$ cat config.mk
export PLATFORM = sky130hd
export DESIGN_NAME = sac_adc_end_flat
export DESIGN_NICKNAME = d
export VERILOG_FILES = /design/src/hdl/sac_pkg.sv /design/src/hdl/sac_link_if.sv /design/src/hdl/sac_sync_edge.sv /design/src/hdl/sac_adc_end.sv /design/src/flat_wrapper.sv
export SDC_FILE = /design/constraint.sdc
export NUM_CORES = 1
export LEC_CHECK = 0
export BUFFER_PORTS_ARGS = -buffer_cell sky130_fd_sc_hd__buf_2
export CAP_MARGIN = 15
export CELL_PAD_IN_SITES_DETAIL_PLACEMENT = 0
export CELL_PAD_IN_SITES_GLOBAL_PLACEMENT = 1
export CORE_MARGIN = 2
export CORE_UTILIZATION = 40
export CTS_CLUSTER_DIAMETER = 50
export DETAILED_ROUTE_END_ITERATION = 8
export GPL_TIMING_DRIVEN = 0
export PLACE_DENSITY = 0.74
export SYNTH_ARGS = -nofsm -noshare
export SYNTH_HDL_FRONTEND = slang
export SYNTH_SLANG_ARGS = --single-unit
$ cat constraint.sdc
create_clock -name sys_clk_i -period 9.75 [get_ports sys_clk_i]
set_clock_uncertainty 0.1 [all_clocks]
set_input_delay 0 -clock sys_clk_i [delete_from_list [all_inputs] [get_ports sys_clk_i]]
set_output_delay 0 -clock sys_clk_i [all_outputs]
set_load 0.005 [all_outputs]
$ cat src/hdl/sac_pkg.sv
/*
  Shared constants and types for the serial converter port: word layout,
  edge numbers of the conversion frame, wake intervals and host timing.
  Assumes a 40 MHz system clock on both ends.
*/
package sac_pkg;
  // Word layout
  localparam int         SAC_RES_BITS    = 12;
  localparam int         SAC_LEAD_ZEROS  = 3;
  localparam int         SAC_WORD_BITS   = SAC_RES_BITS + SAC_LEAD_ZEROS;
  // Rising serial clock edge numbers within a frame
  localparam logic [4:0] SAC_CONV_EDGES  = 5'h10;
  localparam logic [4:0] SAC_TRACK_EDGE  = 5'h0e;
  localparam logic [4:0] SAC_PD_FIRST    = 5'h03;
  localparam logic [4:0] SAC_EXIT_EDGES  = 5'h0e;
  localparam logic [4:0] SAC_MSB_EDGE    = 5'h04;
  localparam logic [4:0] SAC_LSB_EDGE    = 5'h0f;
  // Host raises convert_start_n after these edges
  localparam logic [4:0] SAC_CONT_RAISE  = 5'h0f;
  localparam logic [4:0] SAC_PD_RAISE    = 5'h08;
  localparam logic [4:0] SAC_WAKE_RAISE  = 5'h10;
  // Wake and acquisition intervals
  localparam logic [4:0] SAC_RESTART_SCLK = 5'h10;
  localparam int         SAC_ACQ_SCLK     = 3;
  localparam int         SAC_PWRUP_MS     = 2;
  localparam int         SAC_SYS_CLK_HZ   = 40_000_000;
  localparam int         SAC_PWRUP_CYCLES = SAC_PWRUP_MS * (SAC_SYS_CLK_HZ / 1000);
  // Host serial clock half period in system cycles
  localparam int         SAC_SCLK_HALF    = 4;

  typedef enum logic [2:0] {
    SAC_PWR_NORMAL  = 3'b001,
    SAC_PWR_PARTIAL = 3'b010,
    SAC_PWR_FULL    = 3'b100
  } sac_pwr_e;

  typedef enum logic [2:0] {
    SAC_CMD_CONVERT = 3'b001,
    SAC_CMD_SLEEP   = 3'b010,
    SAC_CMD_WAKE    = 3'b100
  } sac_cmd_e;

  function automatic sac_pwr_e sac_deeper(input sac_pwr_e m);
    return (m == SAC_PWR_NORMAL) ? SAC_PWR_PARTIAL : SAC_PWR_FULL;
  endfunction : sac_deeper
endpackage : sac_pkg

$ cat src/hdl/sac_link_if.sv
/*
  Three-wire link between host and converter ends.
  Assumes the host drives sclk and convert_start_n; dout_line is resolved here.
*/
`timescale 1ns/100ps
`default_nettype none
interface sac_link_if;
  logic sclk;
  logic convert_start_n;
  logic dout_d;
  logic dout_oe;
  wire  dout_line;

  // No pull on the line: a released line shows the inverse of the last bit
  assign dout_line = dout_oe ? dout_d : ~dout_d;

  modport dev (input sclk, input convert_start_n, output dout_d, output dout_oe);
  modport hst (output sclk, output convert_start_n, input dout_line);
endinterface : sac_link_if
`default_nettype wire

$ cat src/hdl/sac_sync_edge.sv
/*
  Two-flop synchroniser with edge detect on the synchronised level.
  Assumes async_i is from outside the sys_clk_i domain.
*/
`timescale 1ns/100ps
`default_nettype none
module sac_sync_edge #(
  // Idle level of the pin, so reset gives no false edge
  parameter logic RST_LEVEL = 1'b0
) (
  // Clock and control
  input  wire logic sys_clk_i,
  input  wire logic sys_rst_i,
  input  wire logic ce_i,
  // Signal
  input  wire logic async_i,
  output logic      level_o,
  output logic      rise_o,
  output logic      fall_o
);
  logic meta;
  logic sync;
  logic last;
  logic next_meta;
  logic next_sync;
  logic next_last;

  always_comb begin
    next_meta = async_i;
    next_sync = meta;
    next_last = sync;
  end

  always_ff @(posedge sys_clk_i) begin
    if (sys_rst_i) begin
      meta <= RST_LEVEL;
      sync <= RST_LEVEL;
      last <= RST_LEVEL;
    end else if (ce_i) begin
      meta <= next_meta;
      sync <= next_sync;
      last <= next_last;
    end
  end

  assign level_o = sync;
  assign rise_o  = sync & ~last;
  assign fall_o  = ~sync & last;
endmodule : sac_sync_edge
`default_nettype wire

$ cat src/hdl/sac_adc_end.sv
/*
  Converter end of the three-wire port: conversion sequencing, serial
  read-out, power-down entry and exit, wake timing.
  Assumes sclk and convert_start_n come from the host on its own timing.
*/
// Functional notes
// - A conversion spans sixteen serial clock periods.
// - Track from 14th rising edge until start.
// - Idle between conversions means tracking.
// - Host leaves three clocks acquisition between frames.
// - Data output updates on each rising edge.
// - Host holds convert-start high before requesting.
// - Convert-start falling edge samples and starts.
// - Serial clock paces conversion and shifting.
// - Partial wake needs sixteen clocks restart.
// - Full wake needs two milliseconds power-up.
// - Three zeros, then twelve bits MSB first.
// - Host raises start between edges 14-16.
// - Late low start releases output next edge.
// - Early raise powers down; long low exits.
`timescale 1ns/100ps
`default_nettype none
module sac_adc_end
  import sac_pkg::*;
#(
  parameter int PWRUP_CYCLES = sac_pkg::SAC_PWRUP_CYCLES
) (
  // Clock and control
  input  wire logic                          sys_clk_i,
  input  wire logic                          sys_rst_i,
  input  wire logic                          ce_i,
  // Link
  sac_link_if.dev                            link,
  // Converted value presented by the analog side
  input  wire logic [sac_pkg::SAC_RES_BITS-1:0] sample_i,
  // Status and result
  output logic [sac_pkg::SAC_RES_BITS-1:0]   result_o,
  output logic                               result_valid_o,
  output logic                               tracking_o,
  output logic                               busy_o,
  output logic                               ready_o,
  output sac_pkg::sac_pwr_e                  pwr_mode_o
);
  typedef enum logic [3:0] {
    SD_TRACK   = 4'b0001,
    SD_CONV    = 4'b0010,
    SD_DONE    = 4'b0100,
    SD_RELEASE = 4'b1000
  } sac_dev_state_e;

  logic                     sclk_lvl;
  logic                     sclk_rise;
  logic                     sclk_fall;
  logic                     cs_lvl;
  logic                     cs_rise;
  logic                     cs_fall;
  logic                     exit_req;

  sac_dev_state_e           state;
  sac_dev_state_e           next_state;
  logic [4:0]               cnt;
  logic [4:0]               next_cnt;
  logic [SAC_WORD_BITS-1:0] shreg;
  logic [SAC_WORD_BITS-1:0] next_shreg;
  logic [SAC_RES_BITS-1:0]  word;
  logic [SAC_RES_BITS-1:0]  next_word;
  logic                     dout_d;
  logic                     next_dout_d;
  logic                     dout_oe;
  logic                     next_dout_oe;
  logic                     calibrated;
  logic                     next_calibrated;
  logic [4:0]               restart_cnt;
  logic [4:0]               next_restart;
  logic [31:0]              pwrup_cnt;
  logic [31:0]              next_pwrup;
  logic [SAC_RES_BITS-1:0]  next_result;
  logic                     next_result_valid;
  logic                     next_tracking;
  logic                     next_busy;
  logic                     next_ready;
  sac_pwr_e                 next_mode;

  sac_sync_edge u_sclk_sync (
    .sys_clk_i (sys_clk_i),
    .sys_rst_i (sys_rst_i),
    .ce_i      (ce_i),
    .async_i   (link.sclk),
    .level_o   (sclk_lvl),
    .rise_o    (sclk_rise),
    .fall_o    (sclk_fall)
  );

  sac_sync_edge #(.RST_LEVEL(1'b1)) u_cs_sync (
    .sys_clk_i (sys_clk_i),
    .sys_rst_i (sys_rst_i),
    .ce_i      (ce_i),
    .async_i   (link.convert_start_n),
    .level_o   (cs_lvl),
    .rise_o    (cs_rise),
    .fall_o    (cs_fall)
  );

  always_comb begin
    next_state        = state;
    next_cnt          = cnt;
    next_shreg        = shreg;
    next_word         = word;
    next_dout_d       = dout_d;
    next_dout_oe      = dout_oe;
    next_calibrated   = calibrated;
    next_restart      = restart_cnt;
    next_pwrup        = pwrup_cnt;
    next_result       = result_o;
    next_result_valid = 1'b0;
    next_tracking     = tracking_o;
    next_busy         = busy_o;
    next_mode         = pwr_mode_o;
    // Wake timers run down on their own clocks
    if (sclk_rise && restart_cnt != 5'h00) begin
      next_restart = restart_cnt - 5'h01;
    end
    if (pwrup_cnt != 32'h0) begin
      next_pwrup = pwrup_cnt - 32'h1;
    end
    exit_req = cs_rise && (pwr_mode_o != SAC_PWR_NORMAL) && (cnt >= SAC_EXIT_EDGES) && (state != SD_TRACK);
    unique case (state)
      SD_TRACK: begin
        if (cs_fall) begin
          next_state    = SD_CONV;
          next_cnt      = 5'h00;
          next_word     = sample_i;
          next_shreg    = {{SAC_LEAD_ZEROS{1'b0}}, sample_i};
          next_dout_oe  = 1'b1;
          next_dout_d   = 1'b0;
          next_tracking = 1'b0;
          next_busy     = 1'b1;
        end
      end
      SD_CONV: begin
        if (cs_rise && cnt >= SAC_PD_FIRST && cnt < SAC_TRACK_EDGE) begin
          // Early raise aborts the frame and steps one level down, staying at full once there
          next_mode     = sac_deeper(pwr_mode_o);
          next_state    = SD_TRACK;
          next_dout_oe  = 1'b0;
          next_tracking = 1'b1;
          next_busy     = 1'b0;
        end else if (sclk_rise) begin
          next_cnt    = cnt + 5'h01;
          next_dout_d = shreg[SAC_WORD_BITS-1];
          next_shreg  = {shreg[SAC_WORD_BITS-2:0], 1'b0};
          if (next_cnt == SAC_TRACK_EDGE) begin
            next_tracking = 1'b1;
          end
          if (next_cnt == SAC_CONV_EDGES) begin
            next_busy       = 1'b0;
            next_calibrated = 1'b1;
            next_result     = word;
            next_result_valid = calibrated && (pwr_mode_o == SAC_PWR_NORMAL) &&
                                (restart_cnt == 5'h00) && (pwrup_cnt == 32'h0);
            next_state      = cs_lvl ? SD_TRACK : SD_DONE;
          end
        end
      end
      SD_DONE: begin
        if (cs_rise) begin
          next_state = SD_TRACK;
        end else if (sclk_fall) begin
          next_state = SD_RELEASE;
        end
      end
      SD_RELEASE: begin
        if (cs_rise || sclk_rise) begin
          next_dout_oe = 1'b0;
          next_state   = SD_TRACK;
        end
      end
    endcase
    if (exit_req) begin
      next_mode = SAC_PWR_NORMAL;
      if (pwr_mode_o == SAC_PWR_PARTIAL) begin
        next_restart = SAC_RESTART_SCLK;
      end else begin
        next_pwrup = 32'(PWRUP_CYCLES);
      end
    end
    next_ready = next_calibrated && (next_mode == SAC_PWR_NORMAL) &&
                 (next_restart == 5'h00) && (next_pwrup == 32'h0);
  end

  always_ff @(posedge sys_clk_i) begin
    if (sys_rst_i) begin
      state          <= SD_TRACK;
      cnt            <= 5'h00;
      shreg          <= '0;
      word           <= '0;
      dout_d         <= 1'b0;
      dout_oe        <= 1'b0;
      calibrated     <= 1'b0;
      restart_cnt    <= 5'h00;
      pwrup_cnt      <= 32'h0;
      result_o       <= '0;
      result_valid_o <= 1'b0;
      tracking_o     <= 1'b1;
      busy_o         <= 1'b0;
      ready_o        <= 1'b0;
      pwr_mode_o     <= SAC_PWR_NORMAL;
    end else if (ce_i) begin
      state          <= next_state;
      cnt            <= next_cnt;
      shreg          <= next_shreg;
      word           <= next_word;
      dout_d         <= next_dout_d;
      dout_oe        <= next_dout_oe;
      calibrated     <= next_calibrated;
      restart_cnt    <= next_restart;
      pwrup_cnt      <= next_pwrup;
      result_o       <= next_result;
      result_valid_o <= next_result_valid;
      tracking_o     <= next_tracking;
      busy_o         <= next_busy;
      ready_o        <= next_ready;
      pwr_mode_o     <= next_mode;
    end
  end

  assign link.dout_d  = dout_d;
  assign link.dout_oe = dout_oe;
endmodule : sac_adc_end
`default_nettype wire

$ cat src/flat_wrapper.sv
// flat-port wrapper written by rule: the top's interface ports become plain ports
module sac_adc_end_flat import sac_pkg::*;
#(
  parameter int PWRUP_CYCLES = sac_pkg::SAC_PWRUP_CYCLES
)
  (sys_clk_i, sys_rst_i, ce_i, sample_i, result_o, result_valid_o, tracking_o, busy_o, ready_o, pwr_mode_o, link_sclk, link_convert_start_n, link_dout_d, link_dout_oe);
  sac_link_if link_i ();
  input  wire logic sys_clk_i;
  input  wire logic sys_rst_i;
  input  wire logic ce_i;
  input  wire logic [sac_pkg::SAC_RES_BITS-1:0] sample_i;
  output logic [sac_pkg::SAC_RES_BITS-1:0] result_o;
  output logic result_valid_o;
  output logic tracking_o;
  output logic busy_o;
  output logic ready_o;
  output sac_pkg::sac_pwr_e pwr_mode_o;
  input wire logic [$bits(link_i.sclk)-1:0] link_sclk;
  input wire logic [$bits(link_i.convert_start_n)-1:0] link_convert_start_n;
  output wire logic [$bits(link_i.dout_d)-1:0] link_dout_d;
  output wire logic [$bits(link_i.dout_oe)-1:0] link_dout_oe;
  assign link_i.sclk = link_sclk;
  assign link_i.convert_start_n = link_convert_start_n;
  assign link_dout_d = link_i.dout_d;
  assign link_dout_oe = link_i.dout_oe;
  sac_adc_end #(.PWRUP_CYCLES(PWRUP_CYCLES)) u_core (.sys_clk_i(sys_clk_i), .sys_rst_i(sys_rst_i), .ce_i(ce_i), .link(link_i), .sample_i(sample_i), .result_o(result_o), .result_valid_o(result_valid_o), .tracking_o(tracking_o), .busy_o(busy_o), .ready_o(ready_o), .pwr_mode_o(pwr_mode_o));
endmodule
==> results.md <==
- Post-layout util: about 47%
- Leak Pwr: between 2 and 2.5 nW
- Hpwl dp: ~12 mm
- First-pass GRT wire length: ~27 mm
- Worst Path Max Fanout: 8
- Number of global-route vias before repair: 5,170
- Die height: 121 um
- Net switching power: 0.987 mW
- Placer Congestion: roughly 0.93
- Syn_nets: approximately 740
- Die area: around 15,000 um^2
- Gr ovfl total: 0
- IR drop worst, VDD: approximately 230 uV
- CTS Hold Bufs: 14
- Post_cts resized: 0
- Setup bufs post-CTS: 0
- Cells after synthesis: a little over 700
- DR pass1 iterations: 5
- Clock Sinks: between 100 and 150
- Internal: approximately 1.1 mW
- Setup crit end kind: flop
- DRC Markers: 0
- Min-delay worst type: in -> reg
- CTS tree: yes
- Fillers: 1,342
- IO Count: 38
- Std cell rows: 42
- Post-DR wirelength/cell: approximately 18 um
- Final Power: about 2.1 mW
- Primary FF master, synth: dfxtp_1
- Uppermost routed layer: met4
- Layout area overhead: 15.0%
- Fin crit period: roughly 3700 ps
- Clk pwr share: 16.8%
- Design area: approximately 6300 um^2
- Actual slew at the worst max-slew pin: around 1000 ps
- Share of cells above drive strength 1: around a tenth
- Status: finished, final reports clean
- YS warnings: 0
- Setup violators final: 0
- Startpoint types: flop
- Die X: between 100 and 150 um
- Critical Path RT: between 9000 and 10,000 ps
- FF+latch count, synth: 101
- Post-synth EDFFs: 0
- Multi-input logic area: about 3200 um^2
- Crit-path max cell delay: between 500 and 600 ps
- Synthesized cell area: between 5000 and 6000 um^2
- CTS clk-pin slew, worst paths: around 80 ps
- I/O Buffers: 36
- Fin nets: ~800
- FMAX: roughly 270 MHz
- Max-cap violations: 0
- WL final: 17.2 mm
- WS Path Type: reg -> reg
- Total GRT Usage: 24.0%
- Initial drt markers: 414
- Final TNS setup: 0 ps
- Final Hold Viols: 0
- Critical path's slowest cell: or3b_2
- Synth cell types: 64
- Met3 wire len: roughly 1.1 mm
- Longest Clk Path Bufs: 2
- CTS Buf Count: 9
- Initial Util: between 40% and 50%
- DRT antenna net count: 0
- Largest net degree at the start of global routing: 19
- Clock latency on the worst-skew pair: roughly 360 ps
- Syn Area/Cell: about 7.7 um^2
- P per Cell Area: approximately 330 nW/um^2
- Antenna Cells: 0
- Routed wl met2: between 8 and 9 mm
- Switching share of power: 47.3%
- Asr flop ratio synth: 0%
- Crit path cell chain: clkbuf_1 > inv_1 > ha_1 > or3b_2 > or4_1 > buf_2 > nor4_1 > xnor2_1 > a21oi_1 > nor4_1 > o2111ai_1 > o21ai_1
- Detailed-route via count: between 5,000 and 6,000
- Placement Cell Area: a little under 6000 um^2
- Combinational share of power: between 50% and 60%
- Worst slew margin: between 30% and 40%
- CP arrival: 3850 ps
- Met1 Routed Length: 7.30 mm
- Most common cell on crit path: nor4_1
- Core Area: 13,300 um^2
- Register area: roughly 2000 um^2
- Sequential element share of the synthesized area: about 37%
- Unrepaired setup endpoints after global routing: false
- Sequential share of power: 26.2%
- H-tree levels: 3
- Antenna violations before repair: 0
- Root buffer cell: clkbuf_16
- Tcrit/Tclk final: a little under two fifths
- Pins Over Slew Limit: 0
- Vias/cell: between 5 and 6
## cells by family after synthesis
| kind of cell | Yosys count | synth area share [%] |
|---|---|---|
| compound gates | 176 | 21.4 |
| xor+xnor | 14 | 2.24 |
| fa+ha+maj | 6 | 1.37 |
| buf+inv | 63 | 4.76 |
| flops | 101 | 37.0 |
| mux | 9 | 1.67 |
| simple gates | 346 | 31.6 |
## registers in the layout (all words and copies together), names as in the netlist, 3 cells and up
register,cells
u_core.result_o,12
u_core.pwrup_cnt,32
u_core.word,12
u_core.restart_cnt,5
u_core.shreg,15
u_core.state,4
u_core.pwr_mode_o,3
u_core.cnt,5
## placed cells by master, fill, tap and decap left out, types with 6 or more instances in the layout
cell / n
nor4_1: 9
nor3_1: 31
and2_1: 6
a21oi_1: 67
nand3_1: 13
xor2_1: 6
nand2_1: 112
dlygate4sd3_1: 14
nor2b_1: 10
or3_1: 8
clkbuf_16: 9
o21ai_0: 30
clkbuf_1: 44
nor2_1: 99
nand4_1: 8
inv_1: 12
a22oi_1: 8
nand2b_1: 7
a311oi_1: 17
mux2i_1: 8
ha_1: 6
a211oi_1: 8
buf_2: 40
dfxtp_1: 101
or4_1: 7
xnor2_1: 8
## Yosys cell counts (5+ instances only)
cell type | number | area share, %
nand3_1 | 13 | 1.2
a311oi_1 | 17 | 2.7
xor2_1 | 6 | 0.96
nand2_1 | 112 | 7.7
or3_1 | 8 | 0.91
clkbuf_1 | 43 | 2.9
nand4_1 | 8 | 0.91
nor2_1 | 99 | 6.8
nand2b_1 | 7 | 0.80
and2_1 | 6 | 0.69
nor3_1 | 31 | 2.8
a21oi_1 | 67 | 6.1
a31oi_1 | 5 | 0.57
a22oi_1 | 8 | 1.1
o21ai_0 | 30 | 2.7
or4_1 | 7 | 0.96
ha_1 | 6 | 1.4
xnor2_1 | 8 | 1.3
nor4b_1 | 5 | 0.80
nor4_1 | 9 | 1.0
a211oi_1 | 8 | 1.1
mux2i_1 | 8 | 1.5
inv_1 | 12 | 0.82
nor2b_1 | 10 | 1.1
dfxtp_1 | 101 | 37
## layout make-up
| cell class | count | share of cell area, % |
|---|---|---|
| inverter | 13 | 0.775 |
| buffer | 50 | 3.36 |
| clock buffer | 10 | 3.64 |
| sequential | 101 | 32.1 |
| multi-input combinational | 551 | 50.7 |
| clock inverter | 6 | 0.855 |
| tap | 176 | 3.50 |
| timing repair buffer | 50 | 5.09 |
## per-layer routing
layer | up-vias | GRT usage (%)
met5 | - | 0
met4 | 0 | 12.6
met3 | 39 | 3.99
met2 | 177 | 39.7
met1 | 2608 | 29.9
li1 | 2698 | -
## metrics by stage
step           instances  worst slack (ps)  hold WS [ps]
2_1_floorplan        715              6680          22.4
3_3_place_gp         927              6130           122
3_5_place_dp         927              6130           132
4_1_cts              957              6110          38.2
5_1_grt              957              5950          82.9
6_report             957              6090          50.4
## worst max-delay path, delay by kind of cell (launching register included)
kind	cells	cell delay, ps
flops	1	300
buf+inv	3	490
fa+ha+maj	1	250
compound gates	3	470
xor+xnor	1	210
simple gates	4	1780
## power by group through the flow
stage	Combinational, mW	Sequential (mW)	Clock (mW)
2_1_floorplan	0.935	0.532	0
3_3_place_gp	1.16	0.551	0
3_5_place_dp	1.16	0.553	0
4_1_cts	1.18	0.544	0.361
5_1_grt	1.30	0.556	0.374
6_report	1.19	0.546	0.351
## path summary, 6_finish.rpt
path                  startpoint            endpoint  slack, ps  depth (start not counted)
max          u_core.pwrup_cnt[0]      u_core.ready_o       6090                         12
min                         ce_i     u_core.word[11]         50                          4
max reg2reg  u_core.pwrup_cnt[0]      u_core.ready_o       6090                         12
min reg2reg   u_core.result_o[7]  u_core.result_o[7]        350                          2
(Power assumes the default switching activity.)
